[config.mk]
export PLATFORM = sky130hd
export DESIGN_NAME = ipc_top
export DESIGN_NICKNAME = d
export VERILOG_FILES = /design/src/common/ipc_pkg.sv /design/src/hdl/ipc_top.sv
export SDC_FILE = /design/constraint.sdc
export NUM_CORES = 1
export LEC_CHECK = 0
export BUFFER_PORTS_ARGS = -buffer_cell sky130_fd_sc_hd__buf_4
export CAP_MARGIN = 20
export CELL_PAD_IN_SITES_DETAIL_PLACEMENT = 0
export CELL_PAD_IN_SITES_GLOBAL_PLACEMENT = 2
export CORE_AREA = 2 2 185 187
export CTS_CLUSTER_SIZE = 24
export DETAILED_ROUTE_END_ITERATION = 10
export DIE_AREA = 0 0 187 189
export GPL_TIMING_DRIVEN = 0
export PLACE_DENSITY = 0.91
export SETUP_SLACK_MARGIN = 0.2
export SYNTH_ARGS = -nofsm -noshare
export SYNTH_HDL_FRONTEND = slang
export SYNTH_SLANG_ARGS = --single-unit
[constraint.sdc]
create_clock -name CLOCK -period 9.98 [get_ports CLOCK]
set_input_delay 0.998 -clock CLOCK [delete_from_list [all_inputs] [get_ports CLOCK]]
set_output_delay 0.998 -clock CLOCK [all_outputs]
set_load 0.01 [all_outputs]
[src/common/ipc_pkg.sv]
// Constants, register map and types of the interrupt priority block.
// Assumes a single core clock domain and an AXI4-Lite register port.
package ipc_pkg;

  // ****************************************
  // Register offsets (byte addresses)
  // ****************************************
  localparam logic [7:0] OFF_PRI1     = 8'h00;
  localparam logic [7:0] OFF_PRI2     = 8'h04;
  localparam logic [7:0] OFF_PRI3     = 8'h08;
  localparam logic [7:0] OFF_RCAUSE   = 8'h0C;
  localparam logic [7:0] OFF_CTL      = 8'h10;
  localparam logic [7:0] OFF_CTL2     = 8'h14;
  localparam logic [7:0] OFF_CTL3     = 8'h18;
  localparam logic [7:0] OFF_TMR_CTL  = 8'h1C;
  localparam logic [7:0] OFF_TMR_CNT  = 8'h20;
  localparam logic [7:0] OFF_STATUS   = 8'h24;

  // ****************************************
  // Reset values and writable masks
  // ****************************************
  localparam logic [7:0] RST_PRI1     = 8'hFF;
  localparam logic [7:0] RST_PRI2     = 8'hEF;
  localparam logic [7:0] RST_PRI3     = 8'hFF;
  localparam logic [7:0] RST_RCAUSE   = 8'h3C;
  localparam logic [7:0] RST_CTL      = 8'h00;
  localparam logic [7:0] RST_CTL2     = 8'h7F;
  localparam logic [7:0] RST_CTL3     = 8'hC0;
  localparam logic [7:0] RST_TMR_CTL  = 8'h00;
  localparam logic [7:0] MASK_ALL     = 8'hFF;
  localparam logic [7:0] MASK_PRI2    = 8'hEF;
  localparam logic [7:0] MASK_RCAUSE  = 8'hB3;
  localparam logic [7:0] MASK_CTL2    = 8'h7F;
  localparam logic [7:0] MASK_TMR_CTL = 8'h03;

  // ****************************************
  // Field positions
  // ****************************************
  localparam int RC_PRIO_EN   = 7;
  localparam int RC_WDT_TO    = 3;
  localparam int RC_PWR_DOWN  = 2;
  localparam int CTL_GIE      = 7;
  localparam int CTL_PERIPHERAL_IRQ_GATE     = 6;
  localparam int CTL_TIMER_ZERO_COUNT_IE  = 5;
  localparam int CTL_EXT0_IE  = 4;
  localparam int CTL_PORT_B_PINS_IE = 3;
  localparam int CTL_TIMER_ZERO_COUNT_IF  = 2;
  localparam int CTL_EXT0_IF  = 1;
  localparam int CTL_PORT_B_PINS_IF = 0;
  localparam int CTL2_EDGE0   = 6;
  localparam int CTL2_TIMER_ZERO_COUNT_IP = 2;
  localparam int CTL2_EXT3_IP = 1;
  localparam int CTL2_PORT_B_PINS_IP = 0;
  localparam int CTL3_EXT2_IP = 7;
  localparam int CTL3_EXT1_IP = 6;
  localparam int CTL3_EXT1_IE = 3;
  localparam int CTL3_EXT1_IF = 0;
  localparam int TMR_RUN      = 0;
  localparam int TMR_WIDE     = 1;

  // ****************************************
  // Sizes, codes and types
  // ****************************************
  localparam int          PC_W        = 21;
  localparam int          STACK_DEPTH = 8;
  localparam logic [3:0]  SP_FULL     = 4'h8;
  localparam logic [7:0]  TMR_TOP8    = 8'hFF;
  localparam logic [15:0] TMR_TOP16   = 16'hFFFF;
  localparam logic [1:0]  PM_RUN      = 2'h0;
  localparam logic [1:0]  PM_DEEP     = 2'h2;
  localparam logic [1:0]  RESP_OKAY   = 2'h0;
  localparam logic [1:0]  RESP_SLVERR = 2'h2;

  typedef enum logic [1:0] {SVC_IDLE, SVC_LOW, SVC_HIGH, SVC_BOTH} ipc_svc_t;

endpackage

[src/hdl/ipc_top.sv]
// Interrupt priority, external pin, timer-0 and port-B change logic.
// Assumes synchronous source inputs and a core that acknowledges requests.
`timescale 1ns/1ps
module ipc_top
  import ipc_pkg::*;
(
  // Clock and reset
  input  wire logic              CLOCK,
  input  wire logic              RST_N,
  // AXI4-Lite register port
  input  wire logic [7:0]        S_AXI_AWADDR,
  input  wire logic              S_AXI_AWVALID,
  output logic                   S_AXI_AWREADY,
  input  wire logic [31:0]       S_AXI_WDATA,
  input  wire logic [3:0]        S_AXI_WSTRB,
  input  wire logic              S_AXI_WVALID,
  output logic                   S_AXI_WREADY,
  output logic [1:0]             S_AXI_BRESP,
  output logic                   S_AXI_BVALID,
  input  wire logic              S_AXI_BREADY,
  input  wire logic [7:0]        S_AXI_ARADDR,
  input  wire logic              S_AXI_ARVALID,
  output logic                   S_AXI_ARREADY,
  output logic [31:0]            S_AXI_RDATA,
  output logic [1:0]             S_AXI_RRESP,
  output logic                   S_AXI_RVALID,
  input  wire logic              S_AXI_RREADY,
  // Interrupt sources
  input  wire logic [3:0]        EXT_LINES,
  input  wire logic [3:0]        PORT_B_PINS,
  input  wire logic [23:0]       PERIPH_REQ,
  // Reset-cause events
  input  wire logic              WDT_EXPIRED,
  input  wire logic              SLEEP_ENTERED,
  // Core side
  input  wire logic [1:0]        POWER_MODE,
  input  wire logic              CORE_ACK,
  input  wire logic              CORE_RETURN,
  input  wire logic [PC_W-1:0]   CORE_PC,
  input  wire logic [7:0]        CORE_WORKING_REGISTER,
  input  wire logic [7:0]        CORE_STATUS,
  input  wire logic [7:0]        CORE_BSR,
  output logic                   IRQ_HIGH,
  output logic                   IRQ_LOW,
  output logic                   WAKE,
  output logic [PC_W-1:0]        RET_PC,
  output logic [7:0]             RET_WORKING_REGISTER,
  output logic [7:0]             RET_STATUS,
  output logic [7:0]             RET_BSR
);

  function automatic logic [7:0] merge(input logic [7:0] old_v,
                                       input logic [7:0] new_v,
                                       input logic [7:0] mask,
                                       input logic       we);
    merge = we ? ((new_v & mask) | (old_v & ~mask)) : old_v;
  endfunction

  // ****************************************
  // Register bus
  // ****************************************
  logic [7:0]  pri1_q, pri2_q, pri3_q, rcause_q, ctl_q, ctl2_q, ctl3_q;
  logic [7:0]  tctl_q;
  logic [15:0] tmr_q;
  logic        bvalid_q, rvalid_q;
  logic [1:0]  bresp_q, rresp_q;
  logic [31:0] rdata_q;
  logic [31:0] rd_mux;
  logic        rd_hit;
  logic [3:0]  sp_q;
  ipc_svc_t    svc_q;

  wire wr_go   = S_AXI_AWVALID & S_AXI_WVALID & ~bvalid_q;
  wire wr_en   = wr_go & S_AXI_WSTRB[0];
  wire [7:0] wd = S_AXI_WDATA[7:0];
  wire wr_pri1 = wr_en & (S_AXI_AWADDR == OFF_PRI1);
  wire wr_pri2 = wr_en & (S_AXI_AWADDR == OFF_PRI2);
  wire wr_pri3 = wr_en & (S_AXI_AWADDR == OFF_PRI3);
  wire wr_rc   = wr_en & (S_AXI_AWADDR == OFF_RCAUSE);
  wire wr_ctl  = wr_en & (S_AXI_AWADDR == OFF_CTL);
  wire wr_ctl2 = wr_en & (S_AXI_AWADDR == OFF_CTL2);
  wire wr_ctl3 = wr_en & (S_AXI_AWADDR == OFF_CTL3);
  wire wr_tctl = wr_en & (S_AXI_AWADDR == OFF_TMR_CTL);
  wire wr_tcnt = wr_go & (S_AXI_AWADDR == OFF_TMR_CNT);
  wire wr_hit  = (S_AXI_AWADDR == OFF_PRI1) | (S_AXI_AWADDR == OFF_PRI2)
               | (S_AXI_AWADDR == OFF_PRI3) | (S_AXI_AWADDR == OFF_RCAUSE)
               | (S_AXI_AWADDR == OFF_CTL) | (S_AXI_AWADDR == OFF_CTL2)
               | (S_AXI_AWADDR == OFF_CTL3) | (S_AXI_AWADDR == OFF_TMR_CTL)
               | (S_AXI_AWADDR == OFF_TMR_CNT)
               | (S_AXI_AWADDR == OFF_STATUS);
  wire rd_go   = S_AXI_ARVALID & ~rvalid_q;

  // Address and data taken together, so no skid storage is needed
  assign S_AXI_AWREADY = wr_go;
  assign S_AXI_WREADY  = wr_go;
  assign S_AXI_ARREADY = ~rvalid_q;
  assign S_AXI_BVALID  = bvalid_q;
  assign S_AXI_BRESP   = bresp_q;
  assign S_AXI_RVALID  = rvalid_q;
  assign S_AXI_RRESP   = rresp_q;
  assign S_AXI_RDATA   = rdata_q;

  wire in_hi = (svc_q == SVC_HIGH) | (svc_q == SVC_BOTH);
  wire in_lo = (svc_q == SVC_LOW) | (svc_q == SVC_BOTH);

  always_comb begin
    rd_hit = 1'b1;
    rd_mux = 32'h0000_0000;
    if (S_AXI_ARADDR == OFF_PRI1) begin
      rd_mux[7:0] = pri1_q;
    end else if (S_AXI_ARADDR == OFF_PRI2) begin
      rd_mux[7:0] = pri2_q;
    end else if (S_AXI_ARADDR == OFF_PRI3) begin
      rd_mux[7:0] = pri3_q;
    end else if (S_AXI_ARADDR == OFF_RCAUSE) begin
      rd_mux[7:0] = rcause_q;
    end else if (S_AXI_ARADDR == OFF_CTL) begin
      rd_mux[7:0] = ctl_q;
    end else if (S_AXI_ARADDR == OFF_CTL2) begin
      rd_mux[7:0] = ctl2_q;
    end else if (S_AXI_ARADDR == OFF_CTL3) begin
      rd_mux[7:0] = ctl3_q;
    end else if (S_AXI_ARADDR == OFF_TMR_CTL) begin
      rd_mux[7:0] = tctl_q;
    end else if (S_AXI_ARADDR == OFF_TMR_CNT) begin
      rd_mux[15:0] = tmr_q;
    end else if (S_AXI_ARADDR == OFF_STATUS) begin
      rd_mux[7:0] = {sp_q, 2'h0, in_hi, in_lo};
    end else begin
      rd_hit = 1'b0;
    end
  end

  always_ff @(posedge CLOCK or negedge RST_N) begin
    if (!RST_N) begin
      bvalid_q <= 1'b0;
      bresp_q  <= RESP_OKAY;
      rvalid_q <= 1'b0;
      rresp_q  <= RESP_OKAY;
      rdata_q  <= 32'h0000_0000;
    end else begin
      if (wr_go) begin
        bvalid_q <= 1'b1;
        bresp_q  <= wr_hit ? RESP_OKAY : RESP_SLVERR;
      end else if (S_AXI_BREADY) begin
        bvalid_q <= 1'b0;
      end
      if (rd_go) begin
        rvalid_q <= 1'b1;
        rresp_q  <= rd_hit ? RESP_OKAY : RESP_SLVERR;
        rdata_q  <= rd_mux;
      end else if (S_AXI_RREADY) begin
        rvalid_q <= 1'b0;
      end
    end
  end

  // ****************************************
  // Source detection
  // ****************************************
  logic [3:0] ext_prev_q;
  logic [3:0] pb_prev_q;
  logic       primed_q;
  logic [3:0] ext_edge;

  // Edges ignored until one sample exists, avoiding a false edge at reset
  genvar gi;
  generate
    for (gi = 0; gi < 4; gi++) begin : g_edge
      assign ext_edge[gi] = primed_q & (ctl2_q[CTL2_EDGE0 - gi]
                          ? (EXT_LINES[gi] & ~ext_prev_q[gi])
                          : (~EXT_LINES[gi] & ext_prev_q[gi]));
    end
  endgenerate

  wire pb_change = primed_q & (PORT_B_PINS != pb_prev_q);

  wire tmr_wrap = tctl_q[TMR_RUN] & (tctl_q[TMR_WIDE]
                ? (tmr_q == TMR_TOP16) : (tmr_q[7:0] == TMR_TOP8));
  wire [15:0] tmr_inc = tmr_q + 16'h0001;

  // ****************************************
  // Registers
  // ****************************************
  always_ff @(posedge CLOCK or negedge RST_N) begin
    if (!RST_N) begin
      ext_prev_q <= 4'h0;
      pb_prev_q  <= 4'h0;
      primed_q   <= 1'b0;
      tmr_q      <= 16'h0000;
    end else begin
      ext_prev_q <= EXT_LINES;
      pb_prev_q  <= PORT_B_PINS;
      primed_q   <= 1'b1;
      if (wr_tcnt) begin
        tmr_q <= S_AXI_WDATA[15:0];
      end else if (tctl_q[TMR_RUN]) begin
        tmr_q <= tctl_q[TMR_WIDE] ? tmr_inc : {tmr_q[15:8], tmr_inc[7:0]};
      end
    end
  end

  logic [7:0] rcause_d, ctl_d, ctl3_d;

  // Hardware set beats a software clear in the same cycle
  always_comb begin
    ctl_d = merge(ctl_q, wd, MASK_ALL, wr_ctl);
    ctl_d[CTL_TIMER_ZERO_COUNT_IF]  = ctl_d[CTL_TIMER_ZERO_COUNT_IF] | tmr_wrap;
    ctl_d[CTL_EXT0_IF]  = ctl_d[CTL_EXT0_IF] | ext_edge[0];
    ctl_d[CTL_PORT_B_PINS_IF] = ctl_d[CTL_PORT_B_PINS_IF] | pb_change;
    ctl3_d = merge(ctl3_q, wd, MASK_ALL, wr_ctl3);
    ctl3_d[CTL3_EXT1_IF +: 3] = ctl3_d[CTL3_EXT1_IF +: 3] | ext_edge[3:1];
    rcause_d = merge(rcause_q, wd, MASK_RCAUSE, wr_rc);
    if (WDT_EXPIRED) begin
      rcause_d[RC_WDT_TO] = 1'b0;
    end
    if (SLEEP_ENTERED) begin
      rcause_d[RC_PWR_DOWN] = 1'b0;
    end
  end

  always_ff @(posedge CLOCK or negedge RST_N) begin
    if (!RST_N) begin
      pri1_q   <= RST_PRI1;
      pri2_q   <= RST_PRI2;
      pri3_q   <= RST_PRI3;
      rcause_q <= RST_RCAUSE;
      ctl_q    <= RST_CTL;
      ctl2_q   <= RST_CTL2;
      ctl3_q   <= RST_CTL3;
      tctl_q   <= RST_TMR_CTL;
    end else begin
      pri1_q   <= merge(pri1_q, wd, MASK_ALL, wr_pri1);
      pri2_q   <= merge(pri2_q, wd, MASK_PRI2, wr_pri2);
      pri3_q   <= merge(pri3_q, wd, MASK_ALL, wr_pri3);
      rcause_q <= rcause_d;
      ctl_q    <= ctl_d;
      ctl2_q   <= merge(ctl2_q, wd, MASK_CTL2, wr_ctl2);
      ctl3_q   <= ctl3_d;
      tctl_q   <= merge(tctl_q, wd, MASK_TMR_CTL, wr_tctl);
    end
  end

  // ****************************************
  // Request routing
  // ****************************************
  wire        prio_en = rcause_q[RC_PRIO_EN];
  wire        global_irq_enable     = ctl_q[CTL_GIE];
  wire        peripheral_irq_gate    = ctl_q[CTL_PERIPHERAL_IRQ_GATE];
  wire [5:0]  core_flag = {ctl_q[CTL_PORT_B_PINS_IF], ctl_q[CTL_TIMER_ZERO_COUNT_IF],
                           ctl3_q[CTL3_EXT1_IF +: 3], ctl_q[CTL_EXT0_IF]};
  wire [5:0]  core_en   = {ctl_q[CTL_PORT_B_PINS_IE], ctl_q[CTL_TIMER_ZERO_COUNT_IE],
                           ctl3_q[CTL3_EXT1_IE +: 3], ctl_q[CTL_EXT0_IE]};
  wire [5:0]  core_pri  = {ctl2_q[CTL2_PORT_B_PINS_IP], ctl2_q[CTL2_TIMER_ZERO_COUNT_IP],
                           ctl2_q[CTL2_EXT3_IP], ctl3_q[CTL3_EXT2_IP],
                           ctl3_q[CTL3_EXT1_IP], 1'b1};
  wire [5:0]  core_req  = core_flag & core_en;
  wire [5:0]  core_hi   = prio_en ? core_pri : 6'h3F;
  wire [23:0] per_pri   = {pri3_q, pri2_q, pri1_q};
  wire [23:0] per_req   = PERIPH_REQ & {24{prio_en | peripheral_irq_gate}};
  wire [23:0] per_hi    = prio_en ? per_pri : 24'hFF_FFFF;
  wire        hi_req    = |(core_req & core_hi) | |(per_req & per_hi);
  wire        lo_req    = prio_en & (|(core_req & ~core_hi)
                                   | |(per_req & ~per_hi));
  wire        run       = (POWER_MODE == PM_RUN);

  assign IRQ_HIGH = run & global_irq_enable & hi_req & ~in_hi;
  assign IRQ_LOW  = run & global_irq_enable & peripheral_irq_gate & lo_req & (svc_q == SVC_IDLE);
  assign WAKE = ~run & ((POWER_MODE == PM_DEEP) ? core_req[0]
              : (|core_req | |per_req));

  // ****************************************
  // Service level and context
  // ****************************************
  logic [PC_W-1:0] stack_mem [STACK_DEPTH];
  logic [PC_W-1:0] ret_pc_q;
  logic [7:0]      sh_working_register_q, sh_status_q, sh_bsr_q;
  ipc_svc_t        svc_d;

  wire take_hi = CORE_ACK & IRQ_HIGH;
  wire take_lo = CORE_ACK & IRQ_LOW & ~IRQ_HIGH;
  wire take    = take_hi | take_lo;
  wire pop     = CORE_RETURN & ~take & (svc_q != SVC_IDLE);

  always_comb begin
    svc_d = svc_q;
    case (svc_q)
      SVC_IDLE: begin
        if (take_hi) begin
          svc_d = SVC_HIGH;
        end else if (take_lo) begin
          svc_d = SVC_LOW;
        end
      end
      SVC_LOW: begin
        if (take_hi) begin
          svc_d = SVC_BOTH;
        end else if (pop) begin
          svc_d = SVC_IDLE;
        end
      end
      SVC_HIGH: begin
        if (pop) begin
          svc_d = SVC_IDLE;
        end
      end
      default: begin
        if (pop) begin
          svc_d = SVC_LOW;
        end
      end
    endcase
  end

  // Stack overflow drops the push; the core owns overflow handling
  always_ff @(posedge CLOCK) begin
    if (take && sp_q != SP_FULL) begin
      stack_mem[sp_q[2:0]] <= CORE_PC;
    end
  end

  always_ff @(posedge CLOCK or negedge RST_N) begin
    if (!RST_N) begin
      svc_q       <= SVC_IDLE;
      sp_q        <= 4'h0;
      ret_pc_q    <= '0;
      sh_working_register_q   <= 8'h00;
      sh_status_q <= 8'h00;
      sh_bsr_q    <= 8'h00;
    end else begin
      svc_q <= svc_d;
      if (take && sp_q != SP_FULL) begin
        sp_q <= sp_q + 4'h1;
      end else if (pop && sp_q != 4'h0) begin
        sp_q     <= sp_q - 4'h1;
        ret_pc_q <= stack_mem[3'(sp_q - 4'h1)];
      end
      if (take) begin
        sh_working_register_q   <= CORE_WORKING_REGISTER;
        sh_status_q <= CORE_STATUS;
        sh_bsr_q    <= CORE_BSR;
      end
    end
  end

  assign RET_PC     = ret_pc_q;
  assign RET_WORKING_REGISTER   = sh_working_register_q;
  assign RET_STATUS = sh_status_q;
  assign RET_BSR    = sh_bsr_q;
endmodule

==> results.json, run 1 <==
{
  "outcome": "finished, final reports clean",
  "design_power_total_mw": 2.84,
  "syn_area_um2": 13800,
  "cts.sinks": 319,
  "tightest_slew_ns": 0.977,
  "synth-seq-cells": 319,
  "slew_violations": 0,
  "yosysSeqAreaShare_pct": 64.4,
  "dr.first_iter.drc_count": 748,
  "internal_power_mw": 2.19,
  "power_leakage_nw": 6.99,
  "hold_viol": 0,
  "skew_ns": 0.0126,
  "die_x_um": 187,
  "cp-end-kind": "primary output",
  "cts_hold_buffers": 0,
  "hold_path_class": "primary input to asynchronous set/reset pin",
  "fin_util_pct": 51.7,
  "totalWireLength_mm": 36.6,
  "max_freq_ghz": 0.250,
  "grt_max_degree": 97,
  "place_hpwl_mm": 26.2,
  "cts_max_path_buffers": 3,
  "peakVddDrop_mv": 0.161,
  "synth_cells": 969,
  "period_share_pct": 40.1,
  "num_antenna_cells": 0,
  "rr_worst_depth": 8,
  "clkLatencyLatePin_ns": 0.52,
  "crit_slowest_cell": "or4_1",
  "antenna_found_initial": 0,
  "die_h_um": 189,
  "vias_per_cell": 5.41,
  "htreeDepth": 2,
  "dp_worst_setup_slack_ns": 5.97,
  "vias": 9214,
  "postCtsSetupRepairBufs": 0,
  "rsz0062_at_grt": "false",
  "grt_overflow": 0,
  "drive_gt1_share_pct": 35.8,
  "rows": 67,
  "core-area_um2": 33300,
  "area_growth_pct": 24.8,
  "dr.pass1.iters": 5,
  "cts_repair_resize_count": 0,
  "drc": 0,
  "p_sw_share_pct": 22.8,
  "synth_area_leaders": "edfxtp_1 (37%), dfrtp_1 (21%), dfstp_2 (6.9%), mux4_2 (6.9%), mux2_2 (5.9%)",
  "grt_pass1_vias": 9257,
  "path_class": "primary input to primary output",
  "start_util_pct": 41.4,
  "r2r-start": "pri3_q[6]",
  "powerDensity_nw_per_um2": 165,
  "die-area_um2": 35300,
  "netlist.top_cell.by_area": "edfxtp_1",
  "combPwrFrac_pct": 5.7,
  "p_clk_share_pct": 43.9,
  "cts_inserted_buffers": 36,
  "max_cap_violations": 0,
  "crit_chain": "buf_4 > or4_1 > nor2_1 > o2111ai_1 > nor3_2 > nor2_1 > buf_4",
  "critPathMaxStageDelay_ns": 0.51,
  "nets": 1371,
  "fin_tns_setup_ns": 0,
  "ant_nets": 0,
  "avgSynthCellArea_um2": 14.2,
  "start_kind": "primary input",
  "p_switching_mw": 0.650,
  "gr-usage-all-layers_pct": 20.8,
  "synthDistinctLibCells": 67,
  "setup_violations": 0,
  "setup_slack_ns": 5.98,
  "maxSlewHeadroom_pct": 34.9,
  "worstReg2RegEnd": "stack_mem[0][8]",
  "arrival_ns": 3.00,
  "grt_pass1_wl_mm": 55.8,
  "yosysWarningCount": 0,
  "rrSetupSlack_ns": 6.56,
  "clock-root-buffer": "clkbuf_16",
  "holdWs_ns": 0.391,
  "finalCriticalPeriod_ns": 4.00,
  "io_pins": 231,
  "placement.io_buffers": 190,
  "cts_tree": "yes",
  "cp_max_fo": 5,
  "crit_required_ns": 8.98,
  "seqPwrFrac_pct": 50.4,
  "gp_congestion": 0.904,
  "synth.top_cell.area_share_pct": 36.6,
  "synth_flop_cell": "edfxtp_1",
  "synth-edff-count": 168,
  "worstSetupStartpoint": "PERIPH_REQ[9]",
  "clk_pin_slew_worst_paths_ns": 0.05,
  "async_flop_share_pct": 47.3,
  "wl_per_cell_um": 21.5
}
area by class of cell:
class | instances | area [um2]
buffer | 58 | 337
clock buffer | 46 | 958
clock inverter | 20 | 159
fill | 2812 | 16100
inverter | 23 | 86.3
multi-input combinational | 586 | 4570
sequential | 319 | 8870
tap | 448 | 561
timing repair buffer | 202 | 1660
cells in the mapped netlist (all sizes together) (20+ instances only):
cell and count:
mux2i 35, buf 31, clkbuf 27, o21ai 68, nor2 30, a22oi 20
nand2 121, dfstp 36, mux4 42, inv 23, mux2 73, dfrtp 115
edfxtp 168
power groups by stage:
stage / Sequential (mW) / Clock, mW / Combinational, mW
2_1_floorplan: 1.45 / 0 / 0.0670
3_3_place_gp: 1.46 / 0 / 0.158
3_5_place_dp: 1.46 / 0 / 0.163
4_1_cts: 1.43 / 1.28 / 0.164
5_1_grt: 1.43 / 1.33 / 0.179
6_report: 1.43 / 1.25 / 0.163
worst max path at each step:
stage / endpoint
6_report: IRQ_HIGH
5_1_grt: IRQ_HIGH
4_1_cts: IRQ_HIGH
3_5_place_dp: stack_mem[0][8]
3_3_place_gp: stack_mem[5][14]
2_1_floorplan: stack_mem[5][0]
logic make-up after synthesis:
group                      after synthesis  synth area share (%)
muxes                                  150                  15.4
DFF                                    319                  64.4
and+or+nand+nor                        246                  8.65
adders and majority gates                3                 0.272
other                                    2                0.0545
buffers and inverters                   81                  3.07
AOI/OAI and AO/OA                      146                  6.80
xor gates and xnor gates                22                  1.40
metal layers:
| metal | vias to the layer above | GRT usage [%] | share of wire, % |
|---|---|---|---|
| met5 | - | 0 | 0 |
| met4 | 0 | 6.41 | 2.4 |
| met3 | 55 | 3.43 | 6.4 |
| met2 | 391 | 34.2 | 48 |
| met1 | 4643 | 28.4 | 44 |
| li1 | 4125 | - | - |
registers in the layout (all words and copies together) (netlist names), 7 cells and up:
name                  cells
S_AXI_RDATA              16
ctl_q                     8
RET_BSR                   8
stack_mem               168
ctl3_q                    8
rcause_q                  7
tmr_q                    16
pri1_q                    8
RET_PC                   21
pri2_q                    7
pri3_q                    8
RET_STATUS                8
ctl2_q                    7
RET_WORKING_REGISTER      8
layout by cell type (no fill, tap or decap), drive strengths merged, types with 13 or more instances in the layout:
master,n
buf,233
edfxtp,168
nand2,121
dfrtp,115
mux2,73
clkbuf,73
o21ai,68
mux4,42
dfstp,36
mux2i,35
nor2,30
inv,25
a22oi,20
conb,19
xor2,17
nand3,15
clkinv,14
and3,13
critical path, delay by kind of cell:
family	cells	cell delay [ns]
simple gates	4	1.48
buf+inv	2	0.32
compound gates	1	0.20
stage by stage:
step,cells,cell area [um2]
after global placement,1624,15800
after detailed placement,1636,16100
final,1702,17200
after CTS,1702,17200
after global routing,1702,17200
after floorplan,986,13800
Note: power is estimated with default switching activity, not from simulation.
==> run 2: changes to the inputs <==
--- a/config.mk
+++ b/config.mk
@@ -9,12 +9,12 @@
 export CAP_MARGIN = 20
 export CELL_PAD_IN_SITES_DETAIL_PLACEMENT = 0
 export CELL_PAD_IN_SITES_GLOBAL_PLACEMENT = 2
-export CORE_AREA = 2 2 185 187
+export CORE_AREA = 2 2 202 204
 export CTS_CLUSTER_SIZE = 24
 export DETAILED_ROUTE_END_ITERATION = 10
-export DIE_AREA = 0 0 187 189
+export DIE_AREA = 0 0 204 206
 export GPL_TIMING_DRIVEN = 0
-export PLACE_DENSITY = 0.91
+export PLACE_DENSITY = 0.82
 export SETUP_SLACK_MARGIN = 0.2
 export SYNTH_ARGS = -nofsm -noshare
 export SYNTH_HDL_FRONTEND = slang
==> constraint.sdc (replaced) <==
create_clock -name CLOCK -period 3.42 [get_ports CLOCK]
set_input_delay 0.342 -clock CLOCK [delete_from_list [all_inputs] [get_ports CLOCK]]
set_output_delay 0.342 -clock CLOCK [all_outputs]
set_load 0.01 [all_outputs]
==> run 2 against run 1 <==
- clock skew increased by 0.0071 ns
- combinational power grew to 3.2 times the previous value
- sequential share of layout area shrank 2.3 points
- via count is 0.28% higher
- largest power group unchanged
==> results.json, run 2 (synthesis results as in run 1) <==
{
  "clock-root-buffer": "clkbuf_16",
  "crit_slowest_cell": "dfstp_2",
  "cts_inserted_buffers": 37,
  "num_antenna_cells": 0,
  "arrival_ns": 3.44,
  "largest_register_ff_count": 168,
  "critPathMaxStageDelay_ns": 0.57,
  "place_hpwl_mm": 26.1,
  "die_x_um": 204,
  "htreeDepth": 2,
  "finalCriticalPeriod_ns": 3.14,
  "grt_pass1_wl_mm": 56.7,
  "vias_per_cell": 5.02,
  "holdWs_ns": 0.0260,
  "fin_tns_setup_ns": 0,
  "grt_pass1_vias": 9369,
  "outcome": "finished, final reports clean",
  "setup_slack_ns": 0.278,
  "dp_worst_setup_slack_ns": -0.0487,
  "combPwrFrac_pct": 5.9,
  "totalWireLength_mm": 37.5,
  "vias": 9240,
  "cts_tree": "yes",
  "gp_congestion": 0.883,
  "area_growth_pct": 30.7,
  "cp_max_fo": 14,
  "layout_commonest_cell": "buf_4",
  "final_cell_area_um2": 18000,
  "gr-usage-all-layers_pct": 18.1,
  "dr.first_iter.drc_count": 634,
  "dr.pass1.iters": 5,
  "seqPwrFrac_pct": 47.8,
  "grt_overflow": 0,
  "grt_max_degree": 91,
  "die_h_um": 206,
  "drive_gt1_share_pct": 35.3,
  "internal_power_mw": 6.79,
  "crit_required_ns": 3.72,
  "start_util_pct": 34.3,
  "hold_path_class": "primary input to register",
  "n_fill_cell": 3667,
  "start_kind": "register",
  "power_leakage_nw": 7.27,
  "setup_violations": 0,
  "max_freq_ghz": 0.318,
  "hold_viol": 0,
  "p_switching_mw": 1.96,
  "max_cap_violations": 0,
  "maxSlewHeadroom_pct": 33.1,
  "dpl_cell_area_um2": 16200,
  "p_sw_share_pct": 22.4,
  "crit_chain": "nor2b_1 > or4_4 > nor4_4 > a31o_2 > or4b_4 > and3_2 > and3_4 > buf_8",
  "clkLatencyLatePin_ns": 0.55,
  "nets": 1426,
  "p_clk_share_pct": 46.2,
  "io_pins": 231,
  "rows": 74,
  "powerDensity_nw_per_um2": 485,
  "rsz0062_at_grt": "true",
  "antenna_found_initial": 0,
  "ant_nets": 0,
  "peakVddDrop_mv": 0.377,
  "cp-end-kind": "register",
  "slew_violations": 0,
  "path_class": "register to register",
  "period_share_pct": 91.9,
  "tightest_slew_ns": 1.00,
  "core-area_um2": 40200,
  "wl_per_cell_um": 20.4,
  "cts_max_path_buffers": 3,
  "cts.sinks": 319,
  "skew_ns": 0.0197,
  "clk_pin_slew_worst_paths_ns": 0.06,
  "die-area_um2": 42000,
  "final_cell_mix": "buf_4 (210), edfxtp_1 (168), nand2_1 (121)",
  "drc": 0,
  "placement.io_buffers": 190
}
==> run 2: critical path, delay by kind of cell (launching register included) <==
| kind | cells | cell delay, ns |
|---|---|---|
| AO/OA/AOI/OAI | 1 | 0.26 |
| buffers and inverters | 1 | 0.19 |
| flip-flops | 1 | 0.57 |
| AND/OR/NAND/NOR | 6 | 1.88 |
==> run 2: timing repair <==
item	in CTS	in global routing
hold endpoints to repair	173	0
buffers inserted	0	2
endpoints found under the setup margin	104	74
resized for setup	9	3
hold buffers	54	0
==> run 2: per-layer routing <==
| layer | track usage [%] | vias to the layer above | share of wire [%] |
|---|---|---|---|
| met5 | 0 | - | 0 |
| met4 | 7.35 | 0 | 3.2 |
| met3 | 3.75 | 68 | 7.5 |
| met2 | 29.4 | 346 | 47 |
| met1 | 23.6 | 4589 | 42 |
| li1 | - | 4237 | - |
==> run 2: final timing paths <==
path | from | endpoint | slack (ns) | depth (start not counted)
worst max-delay path | pri3_q[6] | stack_mem[4][14] | 0.28 | 8
worst min-delay path | CORE_PC[3] | stack_mem[4][3] | 0.03 | 1
worst max register to register | pri3_q[6] | stack_mem[4][14] | 0.28 | 8
worst min register to register | RET_PC[9] | RET_PC[9] | 0.48 | 2
max in group asynchronous | RST_N | ctl2_q[4] | 2.23 | 3
min in group asynchronous | RST_N | S_AXI_BRESP[1] | 0.34 | 2
==> run 2: metrics by stage <==
step	power [mW]	cells	utilization, %
finish	8.74	1842	44.8
floorplan	4.43	986	-
detailed placement	4.72	1718	40.2
global placement	4.70	1708	39.7
global route	9.07	1842	44.8
CTS	8.85	1840	44.8
==> run 2: final cells by class <==
type / count / area, um2 / area share, %
Clock inverter: 16 / 198 / 1.10
Tap cell: 532 / 666 / 3.70
Timing Repair Buffer: 256 / 2170 / 12.0
Buffer: 58 / 338 / 1.88
Inverter: 23 / 86.3 / 0.479
Multi-Input combinational cell: 586 / 4620 / 25.7
Sequential cell: 319 / 8870 / 49.2
Clock buffer: 52 / 1060 / 5.91
==> run 2: power by group through the flow <==
| stage | logic (mW) | clock network (mW) | registers [mW] |
|---|---|---|---|
| final | 0.519 | 4.04 | 4.18 |
| after global routing | 0.576 | 4.31 | 4.18 |
| after CTS | 0.521 | 4.15 | 4.18 |
| after detailed placement | 0.468 | 0 | 4.25 |
| after global placement | 0.453 | 0 | 4.25 |
| after floorplan | 0.196 | 0 | 4.23 |
==> run 3: changes to the inputs <==
--- a/config.mk
+++ b/config.mk
@@ -9,12 +9,13 @@
 export CAP_MARGIN = 20
 export CELL_PAD_IN_SITES_DETAIL_PLACEMENT = 0
 export CELL_PAD_IN_SITES_GLOBAL_PLACEMENT = 2
-export CORE_AREA = 2 2 202 204
+export CORE_AREA = 2 2 185 187
 export CTS_CLUSTER_SIZE = 24
 export DETAILED_ROUTE_END_ITERATION = 10
-export DIE_AREA = 0 0 204 206
+export DIE_AREA = 0 0 187 189
 export GPL_TIMING_DRIVEN = 0
-export PLACE_DENSITY = 0.82
+export PLACE_DENSITY = 0.91
+export REMOVE_ABC_BUFFERS = 1
 export SETUP_SLACK_MARGIN = 0.2
 export SYNTH_ARGS = -nofsm -noshare
 export SYNTH_HDL_FRONTEND = slang
==> constraint.sdc (replaced) <==
create_clock -name CLOCK -period 3.8 [get_ports CLOCK]
set_input_delay 0.38 -clock CLOCK [delete_from_list [all_inputs] [get_ports CLOCK]]
set_output_delay 0.38 -clock CLOCK [all_outputs]
set_load 0.01 [all_outputs]
==> run 3 against run 2 <==
- clock skew down 0.0013 ns
- worst setup slack better by 0.19 ns
- core utilization up 6.9 points
- combinational power down 19%
- sequential power down 10%
- via count down 4.8%
==> results.json, run 3 (synthesis results as in run 1) <==
{
  "outcome": "finished, final reports clean",
  "start_kind": "register",
  "rr_worst_depth": 8,
  "wl_per_cell_um": 20.2,
  "start_util_pct": 41.4,
  "place_hpwl_mm": 23.1,
  "dpl_cell_area_um2": 15900,
  "cp-end-kind": "register",
  "cts_inserted_buffers": 35,
  "antenna_found_initial": 0,
  "peakVddDrop_mv": 0.314,
  "clk_pin_slew_worst_paths_ns": 0.05,
  "cts.sinks": 319,
  "hold_path_class": "primary input to register",
  "power_leakage_nw": 6.95,
  "num_antenna_cells": 0,
  "die-area_um2": 35300,
  "worstReg2RegEnd": "stack_mem[4][5]",
  "drc": 0,
  "vias_per_cell": 5.29,
  "hold_viol": 0,
  "grt_pass1_vias": 8883,
  "cts_tree": "yes",
  "finalCriticalPeriod_ns": 3.33,
  "rows": 67,
  "dp.cells": 1587,
  "cts_max_path_buffers": 3,
  "clkLatencyLatePin_ns": 0.52,
  "grt_overflow": 0,
  "arrival_ns": 3.59,
  "period_share_pct": 87.7,
  "fin_util_pct": 51.7,
  "final_cell_area_um2": 17200,
  "seq_area_um2": 8870,
  "grt_pass1_wl_mm": 51.6,
  "maxSlewHeadroom_pct": 31.6,
  "cp_max_fo": 11,
  "busiest_layer": "met2",
  "final_cells": 1662,
  "nets": 1332,
  "placement.io_buffers": 193,
  "hp-start": "S_AXI_BREADY",
  "drive_gt1_share_pct": 35.9,
  "max_freq_ghz": 0.300,
  "layout_commonest_cell": "buf_4",
  "vias": 8800,
  "min_to": "S_AXI_BVALID",
  "setup_violations": 0,
  "seqPwrFrac_pct": 49.8,
  "met3_usage_pct": 3.26,
  "globalRouteMet1Util_pct": 26.2,
  "grt_use_met2_pct": 31.3,
  "gr-usage-all-layers_pct": 18.9,
  "p_clk_share_pct": 44.6,
  "rrSetupSlack_ns": 0.47,
  "rsz0062_at_grt": "false",
  "n_fill_cell": 2803,
  "dp_worst_setup_slack_ns": 0.473,
  "p_sw_share_pct": 21.6,
  "largest_register_ff_count": 168,
  "gp_congestion": 0.873,
  "totalWireLength_mm": 33.5,
  "die_h_um": 189,
  "max_cap_violations": 0,
  "final_cell_mix": "buf_4 (192), edfxtp_1 (168), nand2_1 (121)",
  "setup_slack_ns": 0.466,
  "dr.first_iter.drc_count": 634,
  "multiInputGateArea_um2": 4630,
  "crit_required_ns": 4.06,
  "slew_violations": 0,
  "skew_ns": 0.0183,
  "hold_depth": 2,
  "p_switching_mw": 1.63,
  "r2r-start": "pri3_q[6]",
  "tightest_slew_ns": 1.02,
  "postCtsSetupRepairBufs": 0,
  "clock-root-buffer": "clkbuf_16",
  "powerDensity_nw_per_um2": 438,
  "combPwrFrac_pct": 5.6,
  "ant_nets": 0,
  "internal_power_mw": 5.91,
  "die_x_um": 187,
  "area_growth_pct": 24.8,
  "core-area_um2": 33300,
  "dr.pass1.iters": 5,
  "path_class": "register to register",
  "io_pins": 231,
  "grt_max_degree": 110,
  "htreeDepth": 2
}
[run 3: what timing repair did]
action / 4_1_cts / 5_1_grt
resized for setup: 0 / 0
hold endpoints to repair: 52 / 0
hold buffers: 11 / 0
[run 3: worst max-delay path: stages, from the launching register on]
cell	delay (ns)
dfstp_2	0.57
nor2b_1	0.06
or4_4	0.51
nor4_2	0.19
a31o_2	0.26
or4b_1	0.51
and3_2	0.26
and3_1	0.44
buf_8	0.28
[run 3: metrics by stage]
step / hold slack (ns) / setup TNS [ns] / power [mW]
3_3_place_gp: 0.462 / -326.48 / 4.21
4_1_cts: 0.0267 / 0 / 7.63
6_report: 0.0436 / 0 / 7.54
5_1_grt: 0.0625 / 0 / 7.83
2_1_floorplan: 0.0844 / -50.17 / 3.96
3_5_place_dp: 0.301 / 0 / 4.23
[run 3: area by class of cell]
type	instances	share of cell area (%)
sequential	319	51.6
multi-input combinational	586	26.9
timing repair buffer	222	11.0
clock buffer	51	5.97
tap	448	3.26
clock inverter	13	0.764
inverter	23	0.502
[run 3: power by group through the flow]
| stage | clock (mW) | combinational, mW | sequential [mW] |
|---|---|---|---|
| CTS | 3.45 | 0.421 | 3.76 |
| global placement | 0 | 0.391 | 3.82 |
| detailed placement | 0 | 0.411 | 3.82 |
| finish | 3.36 | 0.419 | 3.76 |
| floorplan | 0 | 0.153 | 3.81 |
| global route | 3.60 | 0.466 | 3.76 |
[run 3: how the worst max path moves through the flow]
stage,startpoint,endpoint,slack (ns)
after floorplan,sp_q[0],stack_mem[5][0],-0.63
after global placement,sp_q[0],stack_mem[5][10],-3.15
after detailed placement,PERIPH_REQ[22],stack_mem[6][8],0.47
after CTS,pri3_q[6],stack_mem[6][5],0.47
after global routing,pri1_q[5],stack_mem[4][5],0.29
final,pri3_q[6],stack_mem[4][5],0.47
[run 3: metal layers]
layer  part of all wire [%]  wire (um)
met4                    1.8        608
met5                      0          0
met3                    5.7       1910
met2                     49      16300
met1                     44      14700
